### src/hdl/watchdog_interval_pkg.sv
package watchdog_interval_pkg;

    // ****************************************
    // register map (word index = address)
    // ****************************************
    localparam logic [2:0] ADDR_COUNTER   = 3'h0;
    localparam logic [2:0] ADDR_CONTROL   = 3'h1;
    localparam logic [2:0] ADDR_IRQ_STAT  = 3'h2;
    localparam logic [2:0] ADDR_IRQ_EN    = 3'h3;
    localparam logic [2:0] ADDR_IRQ_CLR   = 3'h4;

    // keys expected in the upper write byte
    localparam logic [7:0] KEY_COUNTER    = 8'h5a;
    localparam logic [7:0] KEY_CONTROL    = 8'ha5;

    // ****************************************
    // control/status layout
    // ****************************************
    localparam int         BIT_FLAG       = 7;
    localparam int         BIT_MODE       = 6;
    localparam int         BIT_ENABLE     = 5;
    localparam logic [1:0] RESERVED_ONES  = 2'h3;
    localparam logic [7:0] COUNTER_RESET  = 8'h00;
    localparam logic [7:0] COUNTER_MAX    = 8'hff;
    localparam logic       MODE_INTERVAL  = 1'b0;
    localparam logic       MODE_WATCHDOG  = 1'b1;

    typedef struct packed {
        logic       overflow_flag;
        logic       mode_select;
        logic       count_enable;
        logic [2:0] clock_divider_select;
    } control_t;

    localparam control_t CONTROL_RESET = '{1'b0, 1'b0, 1'b0, 3'h0};

    // irq status bits
    localparam int IRQ_INTERVAL = 0;
    localparam int IRQ_WATCHDOG = 1;
    localparam int IRQ_W        = 2;

    // ****************************************
    // timing
    // ****************************************
    localparam int PRESCALE_W   = 13;
    localparam int PULSE_CYCLES = 128;

    // divide ratio as a power of two: 2,64,128,256,512,1024,4096,8192
    function automatic logic [3:0] divide_shift(input logic [2:0] sel);
        logic [3:0] sh;
        sh = 4'h1;
        unique case (sel)
            3'h0: sh = 4'h1;
            3'h1: sh = 4'h6;
            3'h2: sh = 4'h7;
            3'h3: sh = 4'h8;
            3'h4: sh = 4'h9;
            3'h5: sh = 4'ha;
            3'h6: sh = 4'hc;
            3'h7: sh = 4'hd;
        endcase
        return sh;
    endfunction : divide_shift

endpackage : watchdog_interval_pkg

### src/hdl/watchdog_interval_counter.sv
// Notes on behaviour
// - 8-bit readable, writable up-counter, one step per divided tick while enabled.
// - wrap from all-ones to zero gives watchdog output or interval interrupt by mode.
// - counter holds zero after reset.
// - interval-mode wrap sets overflow flag bit 7; watchdog mode never sets it.
// - with count enable written 1, flag clears only by writing 0 after reading it as 1; writing 1 does nothing.
// - in interval mode, writing count enable 0 also clears the flag.
// - mode bit 6: 0 interval with interrupt, 1 watchdog with external output.
// - count enable bit 5 starts counting; at 0 counter is zero and stopped.
// - bits 4 and 3 read as 1; software writes 1 there.
// - clock select 000 /2, 001 /64, 010 /128, 011 /256.
// - clock select 100 /512, 101 /1024, 110 /4096, 111 /8192.
// - timer registers accept only keyed writes; software must use them.
// - overflow time is 256 divided ticks counted from zero.
// - watchdog overflow drives the external output for 128 clock cycles.
// - interval interrupt request rises in the cycle the flag is set.
`timescale 1ns/1ps
`default_nettype none

module watchdog_interval_counter
    import watchdog_interval_pkg::*;
#(
    parameter int PRESCALE_BITS = PRESCALE_W,
    parameter int OVF_PULSE     = PULSE_CYCLES
)
(
    input  wire logic        CLK,
    input  wire logic        RESET,
    input  wire logic [2:0]  ADDR,
    input  wire logic [15:0] WDATA,
    input  wire logic        WRITE,
    input  wire logic        READ,
    output var  logic [7:0]  RDATA,
    output var  logic        WATCHDOG_OVERFLOW_OUT_N,
    output var  logic        PERIODIC_IRQ,
    output var  logic        IRQ
);
    import watchdog_interval_pkg::*;

    // ****************************************
    // elaboration checks
    // ****************************************
    if (PRESCALE_BITS < PRESCALE_W)
    begin : g_bad_prescale
        $error("prescaler too narrow for the largest divide ratio");
    end
    if (OVF_PULSE < 1 || OVF_PULSE > 255)
    begin : g_bad_pulse
        $error("overflow pulse length must be 1 to 255");
    end

    localparam logic [7:0] PULSE_LEN = 8'(OVF_PULSE);

    // ****************************************
    // state
    // ****************************************
    control_t                   control;
    logic [7:0]                 wdt_counter;
    logic [PRESCALE_BITS-1:0]   prescaler;
    logic [PRESCALE_BITS-1:0]   tick_mask;
    logic                       tick;
    logic                       wrap;
    logic                       flag_read_one;
    logic [7:0]                 pulse_left;
    logic [IRQ_W-1:0]           irq_status;
    logic [IRQ_W-1:0]           irq_enable;
    logic [IRQ_W-1:0]           next_irq_status;
    logic                       counter_wr;
    logic                       control_wr;
    logic                       flag_clear;

    // a wrong key drops the whole write
    assign counter_wr = WRITE && ADDR == ADDR_COUNTER && WDATA[15:8] == KEY_COUNTER;
    assign control_wr = WRITE && ADDR == ADDR_CONTROL && WDATA[15:8] == KEY_CONTROL;

    // ****************************************
    // prescaler
    // ****************************************
    assign tick_mask = PRESCALE_BITS'((1 << divide_shift(control.clock_divider_select)) - 1);
    assign tick      = control.count_enable && (prescaler & tick_mask) == tick_mask;

    // cleared while stopped, so the first step is a full period away
    always_ff @(posedge CLK)
    begin
        if (RESET || !control.count_enable)
            prescaler <= '0;
        else
            prescaler <= prescaler + 1'b1;
    end

    // ****************************************
    // counter
    // ****************************************
    assign wrap = tick && wdt_counter == COUNTER_MAX && !counter_wr;

    always_ff @(posedge CLK)
    begin
        if (RESET)
            wdt_counter <= COUNTER_RESET;
        else if (!control.count_enable)
            wdt_counter <= COUNTER_RESET;
        else if (counter_wr)
            wdt_counter <= WDATA[7:0];
        else if (tick)
            wdt_counter <= wdt_counter + 8'h01;
    end

    // ****************************************
    // control/status
    // ****************************************
    // with enable written 1, clear needs a prior read of 1 and a write of 1 leaves the flag alone
    assign flag_clear = control_wr && (
        (!WDATA[BIT_FLAG] && flag_read_one) ||
        (!WDATA[BIT_ENABLE] && control.mode_select == MODE_INTERVAL));

    always_ff @(posedge CLK)
    begin
        if (RESET)
            control <= CONTROL_RESET;
        else
        begin
            if (control_wr)
            begin
                control.mode_select          <= WDATA[BIT_MODE];
                control.count_enable         <= WDATA[BIT_ENABLE];
                control.clock_divider_select <= WDATA[2:0];
            end
            // set beats a clear in the same cycle
            if (wrap && control.mode_select == MODE_INTERVAL)
                control.overflow_flag <= 1'b1;
            else if (flag_clear)
                control.overflow_flag <= 1'b0;
        end
    end

    // remembers that software saw the flag set
    always_ff @(posedge CLK)
    begin
        if (RESET || control_wr)
            flag_read_one <= 1'b0;
        else if (READ && ADDR == ADDR_CONTROL && control.overflow_flag)
            flag_read_one <= 1'b1;
    end

    // interrupt request is its own register, set and cleared with the flag
    always_ff @(posedge CLK)
    begin
        if (RESET)
            PERIODIC_IRQ <= 1'b0;
        else if (wrap && control.mode_select == MODE_INTERVAL)
            PERIODIC_IRQ <= 1'b1;
        else if (flag_clear)
            PERIODIC_IRQ <= 1'b0;
    end

    // ****************************************
    // watchdog output pulse
    // ****************************************
    always_ff @(posedge CLK)
    begin
        if (RESET)
            pulse_left <= 8'h00;
        else if (wrap && control.mode_select == MODE_WATCHDOG)
            pulse_left <= PULSE_LEN;
        else if (pulse_left != 8'h00)
            pulse_left <= pulse_left - 8'h01;
    end

    always_ff @(posedge CLK)
    begin
        if (RESET)
            WATCHDOG_OVERFLOW_OUT_N <= 1'b1;
        else if (wrap && control.mode_select == MODE_WATCHDOG)
            WATCHDOG_OVERFLOW_OUT_N <= 1'b0;
        else if (pulse_left == 8'h01)
            WATCHDOG_OVERFLOW_OUT_N <= 1'b1;
    end

    // ****************************************
    // interrupt status, enable, clear
    // ****************************************
    always_comb
    begin
        next_irq_status = irq_status;
        if (WRITE && ADDR == ADDR_IRQ_CLR)
            next_irq_status = irq_status & ~WDATA[IRQ_W-1:0];
        if (wrap && control.mode_select == MODE_INTERVAL)
            next_irq_status[IRQ_INTERVAL] = 1'b1;
        if (wrap && control.mode_select == MODE_WATCHDOG)
            next_irq_status[IRQ_WATCHDOG] = 1'b1;
    end

    always_ff @(posedge CLK)
    begin
        if (RESET)
            irq_status <= '0;
        else
            irq_status <= next_irq_status;
    end

    always_ff @(posedge CLK)
    begin
        if (RESET)
            irq_enable <= '0;
        else if (WRITE && ADDR == ADDR_IRQ_EN)
            irq_enable <= WDATA[IRQ_W-1:0];
    end

    // registered from the value the status takes this edge
    always_ff @(posedge CLK)
    begin
        if (RESET)
            IRQ <= 1'b0;
        else
            IRQ <= |(next_irq_status & irq_enable);
    end

    // ****************************************
    // read port
    // ****************************************
    always_ff @(posedge CLK)
    begin
        if (RESET)
            RDATA <= 8'h00;
        else if (READ)
        begin
            unique case (ADDR)
                ADDR_COUNTER:  RDATA <= wdt_counter;
                ADDR_CONTROL:  RDATA <= {control.overflow_flag, control.mode_select,
                                         control.count_enable, RESERVED_ONES,
                                         control.clock_divider_select};
                ADDR_IRQ_STAT: RDATA <= 8'(irq_status);
                ADDR_IRQ_EN:   RDATA <= 8'(irq_enable);
                default:       RDATA <= 8'h00;
            endcase
        end
        else
            RDATA <= 8'h00;
    end

    // ****************************************
    // checks
    // ****************************************
    property p_reset_zero;
        @(posedge CLK) disable iff (RESET)
        $fell(RESET) |-> wdt_counter == COUNTER_RESET;
    endproperty
    a_reset_zero: assert property (p_reset_zero) else $error("counter not zero after reset");

    property p_disabled_zero;
        @(posedge CLK) disable iff (RESET)
        !control.count_enable |=> wdt_counter == COUNTER_RESET && prescaler == '0;
    endproperty
    a_disabled_zero: assert property (p_disabled_zero) else $error("stopped timer not cleared");

    property p_step;
        @(posedge CLK) disable iff (RESET)
        tick && !counter_wr |=> wdt_counter == $past(wdt_counter) + 8'h01;
    endproperty
    a_step: assert property (p_step) else $error("counter did not step on tick");

    property p_interval_flag;
        @(posedge CLK) disable iff (RESET)
        wrap && control.mode_select == MODE_INTERVAL |=> control.overflow_flag && PERIODIC_IRQ;
    endproperty
    a_interval_flag: assert property (p_interval_flag) else $error("interval wrap lost");

    property p_no_flag_watchdog;
        @(posedge CLK) disable iff (RESET)
        $rose(control.overflow_flag) |-> $past(control.mode_select) == MODE_INTERVAL;
    endproperty
    a_no_flag_watchdog: assert property (p_no_flag_watchdog) else $error("flag set in watchdog mode");

    property p_write_one_keeps;
        @(posedge CLK) disable iff (RESET)
        control_wr && WDATA[BIT_FLAG] && WDATA[BIT_ENABLE] && control.overflow_flag
            |=> control.overflow_flag;
    endproperty
    a_write_one_keeps: assert property (p_write_one_keeps) else $error("flag cleared by a 1");

    // cycles since the last watchdog wrap, held at its top; only the pulse check reads it
    logic [8:0]                 wd_age;

    always_ff @(posedge CLK)
    begin
        if (RESET)
            wd_age <= '1;
        else if (wrap && control.mode_select == MODE_WATCHDOG)
            wd_age <= '0;
        else if (wd_age != '1)
            wd_age <= wd_age + 9'h001;
    end

    property p_pulse;
        @(posedge CLK) disable iff (RESET)
        WATCHDOG_OVERFLOW_OUT_N == (wd_age >= {1'b0, PULSE_LEN});
    endproperty
    a_pulse: assert property (p_pulse) else $error("watchdog pulse length wrong");

    property p_bad_key;
        @(posedge CLK) disable iff (RESET)
        WRITE && ADDR == ADDR_CONTROL && WDATA[15:8] != KEY_CONTROL
            |=> $stable(control.mode_select) && $stable(control.clock_divider_select);
    endproperty
    a_bad_key: assert property (p_bad_key) else $error("unkeyed write took effect");

    property p_irq_follows_flag;
        @(posedge CLK) disable iff (RESET)
        PERIODIC_IRQ == control.overflow_flag;
    endproperty
    a_irq_follows_flag: assert property (p_irq_follows_flag) else $error("interval request differs from flag");

    property p_reserved_ones;
        @(posedge CLK) disable iff (RESET)
        READ && ADDR == ADDR_CONTROL |=> RDATA[4:3] == RESERVED_ONES;
    endproperty
    a_reserved_ones: assert property (p_reserved_ones) else $error("reserved bits not read as ones");

    property p_enable_clear;
        @(posedge CLK) disable iff (RESET)
        control_wr && !WDATA[BIT_ENABLE] && control.mode_select == MODE_INTERVAL && !wrap
            |=> !control.overflow_flag;
    endproperty
    a_enable_clear: assert property (p_enable_clear) else $error("stopping interval timer kept flag");

    property p_no_blind_clear;
        @(posedge CLK) disable iff (RESET)
        control_wr && !flag_read_one && WDATA[BIT_ENABLE] && control.overflow_flag
            |=> control.overflow_flag;
    endproperty
    a_no_blind_clear: assert property (p_no_blind_clear) else $error("flag cleared without a prior read");

    property p_keyed_counter;
        @(posedge CLK) disable iff (RESET)
        WRITE && ADDR == ADDR_COUNTER && WDATA[15:8] != KEY_COUNTER && control.count_enable && !tick
            |=> $stable(wdt_counter);
    endproperty
    a_keyed_counter: assert property (p_keyed_counter) else $error("unkeyed counter write took effect");

    property p_watchdog_no_irq;
        @(posedge CLK) disable iff (RESET)
        wrap && control.mode_select == MODE_WATCHDOG |=> !$rose(PERIODIC_IRQ);
    endproperty
    a_watchdog_no_irq: assert property (p_watchdog_no_irq) else $error("watchdog wrap raised interval request");

endmodule : watchdog_interval_counter

`default_nettype wire

### config.mk
export PLATFORM = sky130hd
export DESIGN_NAME = watchdog_interval_counter
export DESIGN_NICKNAME = d
export VERILOG_FILES = /design/src/hdl/watchdog_interval_pkg.sv /design/src/hdl/watchdog_interval_counter.sv
export SDC_FILE = /design/constraint.sdc
export NUM_CORES = 1
export LEC_CHECK = 0
export ABC_AREA = 1
export BUFFER_PORTS_ARGS = -buffer_cell sky130_fd_sc_hd__buf_2
export CORE_MARGIN = 5
export CORE_UTILIZATION = 40
export DETAILED_ROUTE_END_ITERATION = 8
export PLACE_DENSITY = 0.68
export SYNTH_ARGS = -nofsm -noshare
export SYNTH_HDL_FRONTEND = slang
export SYNTH_SLANG_ARGS = --single-unit
### constraint.sdc
create_clock -name CLK -period 2.66 [get_ports CLK]
set_input_delay 0.266 -clock CLK [delete_from_list [all_inputs] [get_ports CLK]]
set_output_delay 0.266 -clock CLK [all_outputs]
set_load 0.05 [all_outputs]
==> results.toml <==
[status]
status = "finished, final reports clean"

[routing]
drtIter0Drc = 139
avgViaCountPerCell = 5.04
firstDrtPassIters = 4
wirelength_um = 6230
drc = 0
ant_nets = 0
vias = 2606
wl_per_cell_um = 12.0

[flow_run]
drv_cap = 0

[power]
p_comb_frac = 0.180
p_clk_frac = 0.280
p_seq_frac = 0.540
ir_drop_v = 0.000197
sw_frac_of_total = 0.292
power.density_mw_per_mm2 = 529
p_leak_nw = 1.29
power.net_switching_w = 0.000476
p_int_w = 0.00115

[sta]
drv_slew = 0
setup-tns-final_ns = 0
rsz0062_at_grt = "no"
slew_headroom = 0.703
fmax_ghz = 0.469
fin_skew_ns = 0.00894
finalSetupViolations = 0
min_period_ns = 2.13
hold_viol_final = 0
finalCritPeriodShare = 0.802
tightest_slew_ns = 0.444

[synthesis]
synth_top_cell_by_area = "dfxtp_1"
synth_flop_cell = "dfxtp_1"
yosysMostFrequentCell = "nand2_1"
syn-instance-count = 399
syn_area_per_cell_um2 = 6.87
synth-seq-cells = 54
synth_top_cells_by_area = "dfxtp_1 39%, nand2_1 12%, inv_1 7.0%, a21oi_1 6.6%, nand3_1 5.8%"
async_flop_share = 0
yosysWarningCount = 0
ys_top_cells_by_count = "91 x nand2_1, 54 x dfxtp_1, 51 x inv_1, 42 x nor2_1, 36 x a21oi_1"
yosysUniqueCellTypes = 33
synth-edff-count = 0
synth_top_area_frac = 0.394
syn_area_mm2 = 0.00274
syn-num-nets = 429
yosysSeqAreaShare = 0.394

[placed_design]
dp_hpwl_um = 4830
gp_congestion = 0.911
numPortBuffers = 33
placedCellCount = 509

[worst_setup_path]
required_ns = 2.87
worst_setup_path_start_kind = "flip-flop"
rrSetupSlack_ns = 0.53
crit_fanout = 8
crit_type = "reg2reg"
rr_worst_depth = 12
crit_path_end_kind = "flip-flop"
rr_endpoint = "pulse_left[3]$_SDFFE_PP0P_"
crit_arrival_ns = 2.34

[grt]
grt_pass1_wl_um = 10400
grt_max_degree = 17
grtUsageTotal = 0.146
grt_pass1_vias = 2338
antenna_found_initial = 0
grt_overflow_total = 0

[clocking]
cts_resized = 0
clk_path_buf_depth = 2
postCtsSetupBuffers = 0
holdBufCountCts = 0
worstSkewPairLatency_ns = 0.31
h-tree-depth = 2
cts_buffers = 5
clock-sinks = 54
clkTransAtPathRegs_ns = 0.10
tritoncts = "built"
cts-root-buf = "clkbuf_8"

[cells_and_area]
final_cells = 517
syn2layout_area_growth_pct = 12.4
nets = 466
fill_cells = 681
diodes = 0
drive_gt1_frac = 0.119

[hold_path]
whs_path_depth = 3
hp-start = "WDATA[1]"
hp-class = "in2reg"
holdPathEnd = "irq_enable[1]$_SDFFE_PP0P_"

[floorplan]
coreArea_mm2 = 0.00672
dieArea_mm2 = 0.00861
initial_core_util = 0.408
rows = 30
chipHeight_um = 92.8
die_w_um = 92.8
io_pins = 34
[worst max path at each step]
stage                                       endpoint  slack, ns  cells past startpoint
after floorplan                            flip-flop       0.75                     11
after CTS                 pulse_left[3]$_SDFFE_PP0P_       0.50                     12
after global routing      pulse_left[4]$_SDFFE_PP0P_       0.30                     12
after detailed placement                   flip-flop       0.40                     13
after global placement                     flip-flop       0.51                     12
final                     pulse_left[3]$_SDFFE_PP0P_       0.53                     12
[cells in the final DEF, fill, tap and decap left out, types with 2 or more instances in the layout]
| cell | synthesis | layout |
|---|---|---|
| nand2_1 | 91 | 91 |
| dfxtp_1 | 54 | 54 |
| inv_1 | 51 | 51 |
| nor2_1 | 42 | 42 |
| a21oi_1 | 36 | 36 |
| buf_2 | 0 | 33 |
| nand3_1 | 32 | 32 |
| o21ai_0 | 24 | 24 |
| nor3_1 | 12 | 12 |
| nand4_1 | 9 | 9 |
| ha_1 | 7 | 7 |
| clkbuf_8 | 0 | 5 |
| nor4_1 | 4 | 4 |
| a211oi_1 | 3 | 3 |
| xor2_1 | 3 | 3 |
| xnor2_1 | 3 | 3 |
| or2_2 | 3 | 3 |
| nor2_4 | 2 | 2 |
| clkinv_1 | 2 | 2 |
| o211ai_1 | 2 | 2 |
| nand3b_1 | 2 | 2 |
| nand2_4 | 2 | 2 |
| a31oi_1 | 2 | 2 |
[power groups by stage]
stage	combinational, W	clock, W	sequential (W)
3_5_place_dp	0.000296	0	0.000898
3_3_place_gp	0.000289	0	0.000898
6_report	0.000293	0.000457	0.000880
4_1_cts	0.000296	0.000473	0.000880
5_1_grt	0.000340	0.000507	0.000888
2_1_floorplan	0.000232	0	0.000894
[sequential cells by signal, summed over array words and instances (netlist names), named ones only]
signal,count
pulse_left,8
IRQ,1
control,5
PERIODIC_IRQ,1
irq_status,2
RDATA,8
wdt_counter,8
WATCHDOG_OVERFLOW_OUT_N,1
flag_read_one,1
irq_enable,2
prescaler,13
[per-layer routing]
metal / GRT usage / share of wire
met5: 0 / 0
met2: 0.246 / 0.47
met4: 0.0659 / 0.025
met1: 0.181 / 0.47
met3: 0.0268 / 0.035
[worst max-delay path, stage by stage, from the launching register on]
cell     delay (ns)
dfxtp_1        0.41
nor2_4         0.22
nand2_1        0.10
ha_1           0.30
nor2_1         0.04
nor2_1         0.09
nand2_1        0.05
nor2_1         0.08
nand3_1        0.12
nor2_4         0.18
nand4_2        0.21
nand3_2        0.18
a21oi_1        0.05
[layout make-up]
type	count	area (um^2)	area share
Clock buffer	6	72.6	0.0235
Tap cell	80	100	0.0325
Clock inverter	2	13.8	0.00447
Inverter	54	203	0.0658
Multi-Input combinational cell	287	1440	0.467
Sequential cell	54	1080	0.351
Timing Repair Buffer	34	173	0.0560
[through the flow]
step           cell area (um^2)  hold slack [ns]   util  worst slack (ns)  total power, W
2_1_floorplan              2740            0.430      -             0.751         0.00113
3_3_place_gp               3000            0.452  0.446             0.513         0.00119
4_1_cts                    3080            0.223  0.459             0.500         0.00165
3_5_place_dp               3000            0.456  0.446             0.399         0.00119
5_1_grt                    3080            0.256  0.459             0.300         0.00173
6_report                   3080            0.231  0.459             0.527         0.00163
[cell families (layout without fill, tap and decap cells)]
logic type,after synthesis,after routing,synth area share
AO/OA/AOI/OAI,70,70,0.136
XOR/XNOR,6,6,0.0192
adder cells (fa/ha/maj),7,7,0.0319
buffers and inverters,58,96,0.0808
flip-flops,54,54,0.394
multiplexers,1,1,0.00365
AND/OR/NAND/NOR,203,203,0.334
Power figures use the tool's default switching activity.
